$ cat src/design/ecp_port_pkg.sv
package ecp_port_pkg;

  // ------------------------------------------------------------
  // Bus and register index map (byte address = 4 * index)
  // ------------------------------------------------------------
  localparam int          ADDR_W      = 14;
  localparam int          IDX_W       = 12;
  localparam logic [11:0] IDX_DATA    = 12'h000;
  localparam logic [11:0] IDX_STATUS  = 12'h001;
  localparam logic [11:0] IDX_CONTROL = 12'h002;
  localparam logic [11:0] IDX_FIFO    = 12'h400;
  localparam logic [11:0] IDX_CONFIGB = 12'h401;
  localparam logic [11:0] IDX_EXTCTRL = 12'h402;
  localparam logic [11:0] IDX_SETUP   = 12'hff0;

  // ------------------------------------------------------------
  // Port modes
  // ------------------------------------------------------------
  localparam logic [2:0] MODE_STD    = 3'h0;
  localparam logic [2:0] MODE_BIDIR  = 3'h1;
  localparam logic [2:0] MODE_COMPAT = 3'h2;
  localparam logic [2:0] MODE_ECP    = 3'h3;
  localparam logic [2:0] MODE_EPP    = 3'h4;
  localparam logic [2:0] MODE_TEST   = 3'h6;
  localparam logic [2:0] MODE_CONFIG = 3'h7;

  // ------------------------------------------------------------
  // Field positions
  // ------------------------------------------------------------
  localparam int CTL_STROBE = 0;
  localparam int CTL_AUTOFD = 1;
  localparam int CTL_INIT   = 2;
  localparam int CTL_SELIN  = 3;
  localparam int CTL_DIR    = 5;
  localparam int EXT_MODE   = 5;
  localparam int EXT_LOW    = 2;
  localparam int SET_EPP    = 12;
  localparam int SET_PREQ   = 13;
  localparam int SET_DIRREV = 14;

  // ------------------------------------------------------------
  // Reset and fixed values
  // ------------------------------------------------------------
  localparam logic [7:0]  DATA_RESET    = 8'h00;
  localparam logic [5:0]  CONTROL_RESET = 6'h00;
  localparam logic [5:0]  EXT_RESET     = 6'h00;
  localparam logic [11:0] BASE_RESET    = 12'h000;
  localparam logic [7:0]  CONFIG_A_VAL  = 8'h10;
  localparam logic [7:0]  CONFIG_B_VAL  = 8'h00;

  typedef enum logic [2:0] {
    st_idle,
    st_fwd_setup,
    st_fwd_strobe,
    st_fwd_release,
    st_rev_turn,
    st_rev_request,
    st_rev_hold,
    st_fwd_turn
  } state_t;

endpackage

$ cat src/design/ecp_parallel_port.sv
`timescale 1ns/1ps
// Notes on behaviour
// - Reverse: host-ack low requests a byte
// - Forward: host-ack marks address or data
// - Host-ack interlocks with peripheral acknowledge strobe
// - Reverse request is a hint only
// - Request honoured only in forward direction
// - Init low reverse, high forward
// - Select-in stays deasserted in ECP mode
// - Three-bit mode field selects port mode
// - Mode 100 is EPP only when enabled
// - Register decode depends on mode
// - Offsets are added to the base
// - Decode qualified by address enable
// - Extended registers sit above standard ones
// - Works as a standard parallel port
module ecp_parallel_port (
  input  wire logic                            clk,
  input  wire logic                            rst,
  input  wire logic                            psel,
  input  wire logic                            penable,
  input  wire logic                            pwrite,
  input  wire logic [ecp_port_pkg::ADDR_W-1:0] paddr,
  input  wire logic [31:0]                     pwdata,
  input  wire logic                            aen,
  output logic                                 pready,
  output logic      [31:0]                     prdata,
  output logic                                 pslverr,
  input  wire logic [7:0]                      pdata_in,
  output logic      [7:0]                      pdata_out,
  output logic                                 pdata_oe_n,
  output logic                                 strobe_n,
  output logic                                 host_ack_out,
  output logic                                 direction_init_out,
  output logic                                 select_in_out,
  input  wire logic                            peripheral_ack_strobe,
  input  wire logic                            peripheral_flow_ack,
  input  wire logic                            reverse_ack,
  input  wire logic                            online_in,
  input  wire logic                            fault_in
);
  import ecp_port_pkg::*;

  // ------------------------------------------------------------
  // Storage
  // ------------------------------------------------------------
  logic [7:0]  port_data;
  logic [5:0]  line_control;
  logic [5:0]  ext_ctrl;
  logic [11:0] base_index;
  logic        epp_enable;
  logic        periph_req;
  logic [7:0]  hold_byte;
  logic        hold_full;
  logic        hold_addr;
  logic        fault_prev;
  state_t      state;
  state_t      next_state;

  logic [2:0]  mode;
  logic        dir_bit;
  logic        is_ecp;
  logic        fifo_mode;
  logic        std_mode;
  logic        rev_side;
  logic [11:0] index;
  logic [11:0] rel;
  logic        sel;
  logic        acc;
  logic        wr;
  logic        rd;
  logic        mapped;
  logic [7:0]  next_rbyte;
  logic        hit_data;
  logic        hit_status;
  logic        hit_control;
  logic        hit_fifo;
  logic        hit_configb;
  logic        hit_extctrl;
  logic        hit_setup;
  logic        bus_push;
  logic        bus_push_addr;
  logic        bus_pop;
  logic        link_push;
  logic        link_pop;
  logic        preq_event;
  logic        preq_clear;
  logic [7:0]  next_pdata;
  logic        next_oe_n;
  logic        next_strobe_n;
  logic        next_host_ack;
  logic        next_init;
  logic        next_selin;

  assign mode      = ext_ctrl[EXT_MODE-EXT_LOW +: 3];
  assign dir_bit   = line_control[CTL_DIR];
  assign is_ecp    = (mode == MODE_ECP);
  assign fifo_mode = is_ecp || (mode == MODE_COMPAT);
  // Mode 100 without EPP enabled falls back to bidirectional use
  assign std_mode  = (mode == MODE_STD) || (mode == MODE_BIDIR) ||
                     ((mode == MODE_EPP) && !epp_enable);
  assign rev_side  = (state == st_rev_turn) || (state == st_rev_request) ||
                     (state == st_rev_hold);

  // ------------------------------------------------------------
  // APB decode
  // ------------------------------------------------------------
  assign index = paddr[ADDR_W-1:2];
  assign rel   = index - base_index;
  assign sel   = psel && !aen;
  assign acc   = psel && penable && pready;
  assign wr    = acc && pwrite && mapped;
  assign rd    = acc && !pwrite && mapped;

  always_comb begin
    hit_data    = sel && (rel == IDX_DATA) && (std_mode || is_ecp);
    hit_status  = sel && (rel == IDX_STATUS);
    hit_control = sel && (rel == IDX_CONTROL);
    // Upper-bit decode keeps these clear of the standard port window
    hit_fifo    = sel && (rel == IDX_FIFO) &&
                  (fifo_mode || (mode == MODE_TEST) ||
                   (mode == MODE_CONFIG));
    hit_configb = sel && (rel == IDX_CONFIGB) && (mode == MODE_CONFIG);
    hit_extctrl = sel && (rel == IDX_EXTCTRL);
    hit_setup   = sel && (index == IDX_SETUP);
    // Anything else answers with an error, never a silent hit
    mapped      = hit_data || hit_status || hit_control || hit_fifo ||
                  hit_configb || hit_extctrl || hit_setup;
  end

  always_comb begin
    next_rbyte = 8'h00;
    if (hit_data && is_ecp) begin
      next_rbyte = hold_byte;
    end else if (hit_data) begin
      next_rbyte = (dir_bit && mode != MODE_STD) ? pdata_in : port_data;
    end else if (hit_status) begin
      next_rbyte = {!peripheral_flow_ack, peripheral_ack_strobe, reverse_ack,
                    online_in, fault_in, 3'h0};
    end else if (hit_control) begin
      next_rbyte = {2'h0, line_control};
    end else if (hit_fifo && mode == MODE_CONFIG) begin
      next_rbyte = CONFIG_A_VAL;
    end else if (hit_fifo) begin
      next_rbyte = hold_byte;
    end else if (hit_configb) begin
      next_rbyte = CONFIG_B_VAL;
    end else if (hit_extctrl) begin
      next_rbyte = {ext_ctrl, hold_full, !hold_full};
    end
  end

  // ------------------------------------------------------------
  // APB answer
  // ------------------------------------------------------------
  always_ff @(posedge clk or posedge rst) begin
    if (rst) begin
      pready  <= 1'b0;
      prdata  <= 32'h0000_0000;
      pslverr <= 1'b0;
    end else begin
      pready <= psel && penable && !pready;
      if (psel && penable && !pready) begin
        pslverr <= !mapped;
        if (hit_setup) begin
          prdata <= {17'h0_0000, rev_side, periph_req, epp_enable, base_index};
        end else begin
          prdata <= {24'h00_0000, next_rbyte};
        end
      end else begin
        pslverr <= 1'b0;
      end
    end
  end

  // ------------------------------------------------------------
  // Software registers
  // ------------------------------------------------------------
  always_ff @(posedge clk or posedge rst) begin
    if (rst) begin
      port_data    <= DATA_RESET;
      line_control <= CONTROL_RESET;
      ext_ctrl     <= EXT_RESET;
      base_index   <= BASE_RESET;
      epp_enable   <= 1'b0;
    end else begin
      if (wr && hit_data && !is_ecp) begin
        port_data <= pwdata[7:0];
      end
      if (wr && hit_control) begin
        line_control <= pwdata[5:0];
      end
      if (wr && hit_extctrl) begin
        ext_ctrl <= pwdata[7:2];
      end
      if (wr && hit_setup) begin
        base_index <= pwdata[11:0];
        epp_enable <= pwdata[SET_EPP];
      end
    end
  end

  // Peripheral request is only a sticky hint; direction stays ours
  assign preq_event = is_ecp && !rev_side && (state != st_fwd_turn) &&
                      fault_prev && !fault_in;
  assign preq_clear = wr && hit_setup && pwdata[SET_PREQ];

  always_ff @(posedge clk or posedge rst) begin
    if (rst) begin
      fault_prev <= 1'b1;
      periph_req <= 1'b0;
    end else begin
      fault_prev <= fault_in;
      if (preq_event) begin
        periph_req <= 1'b1;
      end else if (preq_clear) begin
        periph_req <= 1'b0;
      end
    end
  end

  // ------------------------------------------------------------
  // One-byte hold buffer
  // ------------------------------------------------------------
  assign bus_push      = wr && !hold_full && !dir_bit &&
                         ((hit_data && is_ecp) ||
                          (hit_fifo && (fifo_mode || mode == MODE_TEST)));
  assign bus_push_addr = hit_data && is_ecp;
  // Test mode re-reads the last byte when empty
  assign bus_pop       = rd && hold_full &&
                         ((hit_fifo && (is_ecp || mode == MODE_TEST)) ||
                          (hit_data && is_ecp));

  always_ff @(posedge clk or posedge rst) begin
    if (rst) begin
      hold_byte <= DATA_RESET;
      hold_full <= 1'b0;
      hold_addr <= 1'b0;
    end else begin
      if (link_push) begin
        hold_byte <= pdata_in;
        hold_full <= 1'b1;
        hold_addr <= 1'b0;
      end else if (bus_push) begin
        hold_byte <= pwdata[7:0];
        hold_full <= 1'b1;
        hold_addr <= bus_push_addr;
      end else if (link_pop || bus_pop) begin
        hold_full <= 1'b0;
      end
    end
  end

  // ------------------------------------------------------------
  // Link handshake
  // ------------------------------------------------------------
  always_comb begin
    next_state = state;
    link_push  = 1'b0;
    link_pop   = 1'b0;
    case (state)
      st_idle: begin
        if (is_ecp && dir_bit && !hold_full) begin
          next_state = st_rev_turn;
        end else if (fifo_mode && !dir_bit && hold_full) begin
          next_state = st_fwd_setup;
        end
      end
      st_fwd_setup: begin
        next_state = st_fwd_strobe;
      end
      st_fwd_strobe: begin
        if (peripheral_flow_ack) begin
          next_state = st_fwd_release;
        end
      end
      st_fwd_release: begin
        if (!peripheral_flow_ack) begin
          link_pop   = 1'b1;
          next_state = st_idle;
        end
      end
      st_rev_turn: begin
        if (!reverse_ack) begin
          next_state = st_rev_request;
        end
      end
      st_rev_request: begin
        if (!is_ecp || !dir_bit) begin
          next_state = st_fwd_turn;
        end else if (!peripheral_ack_strobe) begin
          link_push  = 1'b1;
          next_state = st_rev_hold;
        end
      end
      st_rev_hold: begin
        if (peripheral_ack_strobe && (!is_ecp || !dir_bit)) begin
          next_state = st_fwd_turn;
        end else if (peripheral_ack_strobe && !hold_full) begin
          next_state = st_rev_request;
        end
      end
      st_fwd_turn: begin
        if (reverse_ack) begin
          next_state = st_idle;
        end
      end
      default: begin
        next_state = st_idle;
      end
    endcase
  end

  always_ff @(posedge clk or posedge rst) begin
    if (rst) begin
      state <= st_idle;
    end else begin
      state <= next_state;
    end
  end

  // ------------------------------------------------------------
  // Pin drive
  // ------------------------------------------------------------
  always_comb begin
    next_pdata    = port_data;
    next_oe_n     = 1'b0;
    next_strobe_n = !line_control[CTL_STROBE];
    next_host_ack = !line_control[CTL_AUTOFD];
    next_init     = line_control[CTL_INIT];
    next_selin    = !line_control[CTL_SELIN];
    if (std_mode) begin
      next_oe_n = dir_bit && (mode != MODE_STD);
    end else if (mode == MODE_TEST) begin
      next_pdata = hold_byte;
    end else if (fifo_mode) begin
      next_pdata = hold_byte;
      if (state == st_fwd_strobe) begin
        next_strobe_n = 1'b0;
      end else begin
        next_strobe_n = 1'b1;
      end
      if (is_ecp) begin
        next_selin    = 1'b1;
        next_init     = !rev_side;
        next_host_ack = 1'b1;
        // Bus stays driven until the peripheral acknowledges the turn
        next_oe_n     = (state == st_rev_request) ||
                        (state == st_rev_hold) ||
                        (state == st_fwd_turn);
        if (state == st_rev_request) begin
          next_host_ack = 1'b0;
        end else if (state == st_fwd_setup || state == st_fwd_strobe ||
                     state == st_fwd_release) begin
          next_host_ack = !hold_addr;
        end
      end
    end
  end

  always_ff @(posedge clk or posedge rst) begin
    if (rst) begin
      pdata_out          <= DATA_RESET;
      pdata_oe_n         <= 1'b0;
      strobe_n           <= 1'b1;
      host_ack_out       <= 1'b1;
      direction_init_out <= 1'b0;
      select_in_out      <= 1'b1;
    end else begin
      pdata_out          <= next_pdata;
      pdata_oe_n         <= next_oe_n;
      strobe_n           <= next_strobe_n;
      host_ack_out       <= next_host_ack;
      direction_init_out <= next_init;
      select_in_out      <= next_selin;
    end
  end

endmodule

$ cat config.mk
export PLATFORM = sky130hd
export DESIGN_NAME = ecp_parallel_port
export DESIGN_NICKNAME = d
export VERILOG_FILES = /design/src/design/ecp_port_pkg.sv /design/src/design/ecp_parallel_port.sv
export SDC_FILE = /design/constraint.sdc
export NUM_CORES = 1
export LEC_CHECK = 0
export BUFFER_PORTS_ARGS = -buffer_cell sky130_fd_sc_hd__buf_4
export CORE_UTILIZATION = 50
export DETAILED_ROUTE_END_ITERATION = 6
export PLACE_DENSITY = 0.74
export SLEW_MARGIN = 20
export SYNTH_ARGS = -nofsm -noshare
export SYNTH_HDL_FRONTEND = slang
export SYNTH_SLANG_ARGS = --single-unit
$ cat constraint.sdc
create_clock -name clk -period 4.8 [get_ports clk]
set_clock_uncertainty 0.15 [all_clocks]
set_input_delay 0.72 -clock clk [delete_from_list [all_inputs] [get_ports clk]]
set_output_delay 0.72 -clock clk [all_outputs]
set_load 0.01 [all_outputs]
==> flow_summary.toml <==
[power_and_ir_drop]
internal-power_w = 0.000996
p_switching_w = 0.000349
leakage_nw = 2.68
power.density_nw_per_um2 = 229
pwr-share-clk_pct = 39.2
ir_worst_vdd_v = 0.000156
p_comb_share_pct = 11.1
switching_share_pct = 26.0
power_frac_seq_pct = 49.7

[timing]
setup_ws_ns = 0.766
fmax_ghz = 0.248
finalCritPeriodShare_pct = 84.0
maxSlewHeadroom_pct = 43.9
rsz0062_at_grt = "no"
drv_slew = 0
setup_viol_count_final = 0
fin_setup_tns_ns = 0
hold_viol = 0
hold-worst-slack_ns = 0.323
worst_pin_slew_ns = 0.838
fin_crit_ns = 4.03

[run_status]
status = "finished clean"

[floorplan]
die_h_um = 103
ios = 112
die_w_um = 103
start_util_pct = 51.6
die_area_um2 = 10500
rows = 36
core_area_um2 = 9820

[synth]
synth_cell_type_count = 75
synth-seq-cells = 78
netlist_instances = 550
ys_seq_area_share_pct = 38.6
yosys-top-cells-area = "dfrtp_1 (37%), mux2_2 (5.3%), o21ai_0 (3.8%)"
synth_ff_type = "dfrtp_1"
synth_edf_count = 0
synth_warnings = 0
synth_area_leader_cell = "dfrtp_1"
synth_area_um2 = 5070
syn_area_per_cell_um2 = 9.22
synth_top_area_share_pct = 36.5
async_reset_ff_share_pct = 100

[routing]
route.met2.wl_um = 6370
wl_per_cell_um = 18.6
drc = 0
ant_nets = 0
met1Wirelength_um = 6380
drt_iter0_markers = 348
vias = 4461
wl_met3_um = 807
wl_um = 13900
avgViaCountPerCell = 5.97
top_layer_used = "met4"
dr.pass1.iters = 6

[clocking]
cts_sinks = 78
postCtsHoldBufs = 0
postCtsSetupBuffers = 0
h-tree-depth = 3
clk_path_buf_depth = 2
cts_tree = "done"
cts_resized = 0
cts_root_buf = "clkbuf_8"
clkSlewWorstSetupHoldPaths_ns = 0.08
numCtsBuffers = 9
clk_latency_ns = 0.36

[place]
portBuffers = 74
place_area_um2 = 5650
place_inst = 731
dp_hpwl_um = 10400
preCtsSetupSlack_ns = 0.435
gp_congestion = 0.923

[layout]
drive_above_1_share_pct = 25.6
nFillCells = 890
layoutNonFillerInstCount = 747
syn2layout_area_growth_pct = 15.6
fin_area_um2 = 5860
finalNetCount = 686
diodes = 0

[global_routing]
grt_pass1_vias = 4160
grt_pass1_wl_um = 21800
grt_use_total_pct = 27.5
antenna_found_initial = 0
grt_max_degree = 48
grt_overflow = 0

[flow_run]
drv_cap = 0

[critical_path]
startpoint_type = "input port"
end_kind = "flop"
cp_data_arrival_time_ns = 4.16
critPathMaxStageDelay_ns = 0.68
cp_max_fo = 8
path_buf_inv = 1
crit_family = "simple AND/OR/NAND/NOR gates"
critPathRequiredTime_ns = 4.92
crit_type = "in2reg"
path_cells = "buf_4, ha_1, a21o_2, and2_2, or4b_2, nand3_1, o21ai_0, nor3_1, o211ai_1, a31oi_1"
slowest_stage = "or4b_2"

[min_path]
hp-class = "reg2reg"
[power groups by stage]
stage	clock, W	combinational [W]	sequential [W]
5_1_grt	0.000559	0.000166	0.000669
3_3_place_gp	0	0.000146	0.000681
4_1_cts	0.000538	0.000149	0.000668
2_1_floorplan	0	0.0000891	0.000682
3_5_place_dp	0	0.000148	0.000681
6_report	0.000527	0.000150	0.000668
[cells by family after synthesis]
group	after synthesis	share of synthesized area, %
other	1	0.0739
muxes	53	12.2
xor gates and xnor gates	4	0.691
and+or+nand+nor	183	18.6
AOI/OAI and AO/OA	142	19.2
DFF	78	38.6
buffers and inverters	77	7.48
adders and majority gates	12	3.11
[final cells by class]
cell class                 instances  area (µm²)  share of cell area (%)
clock buffer                      11         151                    2.58
sequential                        78        1960                    33.4
timing repair buffer              83         623                    10.6
multi-input combinational        411        2800                    47.8
inverter                          26        98.8                    1.69
clock inverter                     5        65.1                    1.11
tap                              133         166                    2.84
[cells in the mapped netlist (all sizes together) (3+ instances only)]
| library cell | n |
|---|---|
| dfrtp | 74 |
| nand2 | 49 |
| o21ai | 39 |
| nor2 | 38 |
| mux2 | 36 |
| a21oi | 29 |
| clkbuf | 26 |
| inv | 26 |
| buf | 25 |
| mux2i | 17 |
| nand3 | 17 |
| nor4 | 14 |
| nor3 | 13 |
| nand4 | 12 |
| ha | 11 |
| o21a | 9 |
| o31ai | 8 |
| a31oi | 7 |
| nor2b | 7 |
| o2111ai | 5 |
| a211oi | 4 |
| and2 | 4 |
| and3 | 4 |
| dfstp | 4 |
| nand2b | 4 |
| o211ai | 4 |
| or2 | 4 |
| or3 | 4 |
| a2111oi | 3 |
| nor4b | 3 |
| o31a | 3 |
| or4 | 3 |
| xnor2 | 3 |
[worst reg2reg max path: stages, from the launching register on]
cell      delay, ns
dfrtp_1        0.38
inv_1          0.12
ha_1           0.33
a21o_2         0.31
and2_2         0.22
or4b_2         0.68
nand3_1        0.37
o21ai_0        0.26
nor3_1         0.61
o211ai_1       0.26
a31oi_1        0.22
[layout by cell type (no fill, tap or decap), drive strengths merged, types with 8 or more instances in the layout]
cell / n
nor2: 38
nand3: 17
a21oi: 29
nor4: 14
ha: 11
inv: 26
buf: 83
nor3: 13
o31ai: 8
conb: 17
o21a: 9
mux2: 36
mux2i: 17
nand2: 49
clkbuf: 11
o21ai: 39
nand4: 12
dfrtp: 74
[flip-flops by register name, summed over array words and instances, names as in the netlist, 3 cells and up]
signal / flops
port_data: 8
ext_ctrl: 6
base_index: 12
hold_byte: 8
line_control: 6
pdata_out: 8
prdata: 15
state: 3
[worst paths after layout]
path	startpoint	endpoint	slack, ns	depth (start not counted)
worst max-delay path	paddr[6]	prdata[6]	0.77	10
worst min-delay path	line_control[3]	select_in_out	0.32	1
min in group asynchronous	rst	pdata_out[3]	0.33	2
worst min register to register	line_control[3]	select_in_out	0.32	1
max in group asynchronous	rst	fault_prev	3.25	3
worst max register to register	base_index[4]	prdata[6]	0.79	10
[per-stage QoR]
step / total power, W / util [%]
2_1_floorplan: 0.000771 / -
3_3_place_gp: 0.000826 / 57.5
3_5_place_dp: 0.000829 / 57.5
4_1_cts: 0.00135 / 59.7
5_1_grt: 0.00139 / 59.7
6_report: 0.00135 / 59.7
[per-layer routing]
metal,up-vias,global-route usage [%]
met5,-,0
met4,0,9.34
met3,26,4.14
met2,172,42.5
met1,2150,39.2
li1,2113,-
No activity file was read; power rests on OpenSTA's default activity.
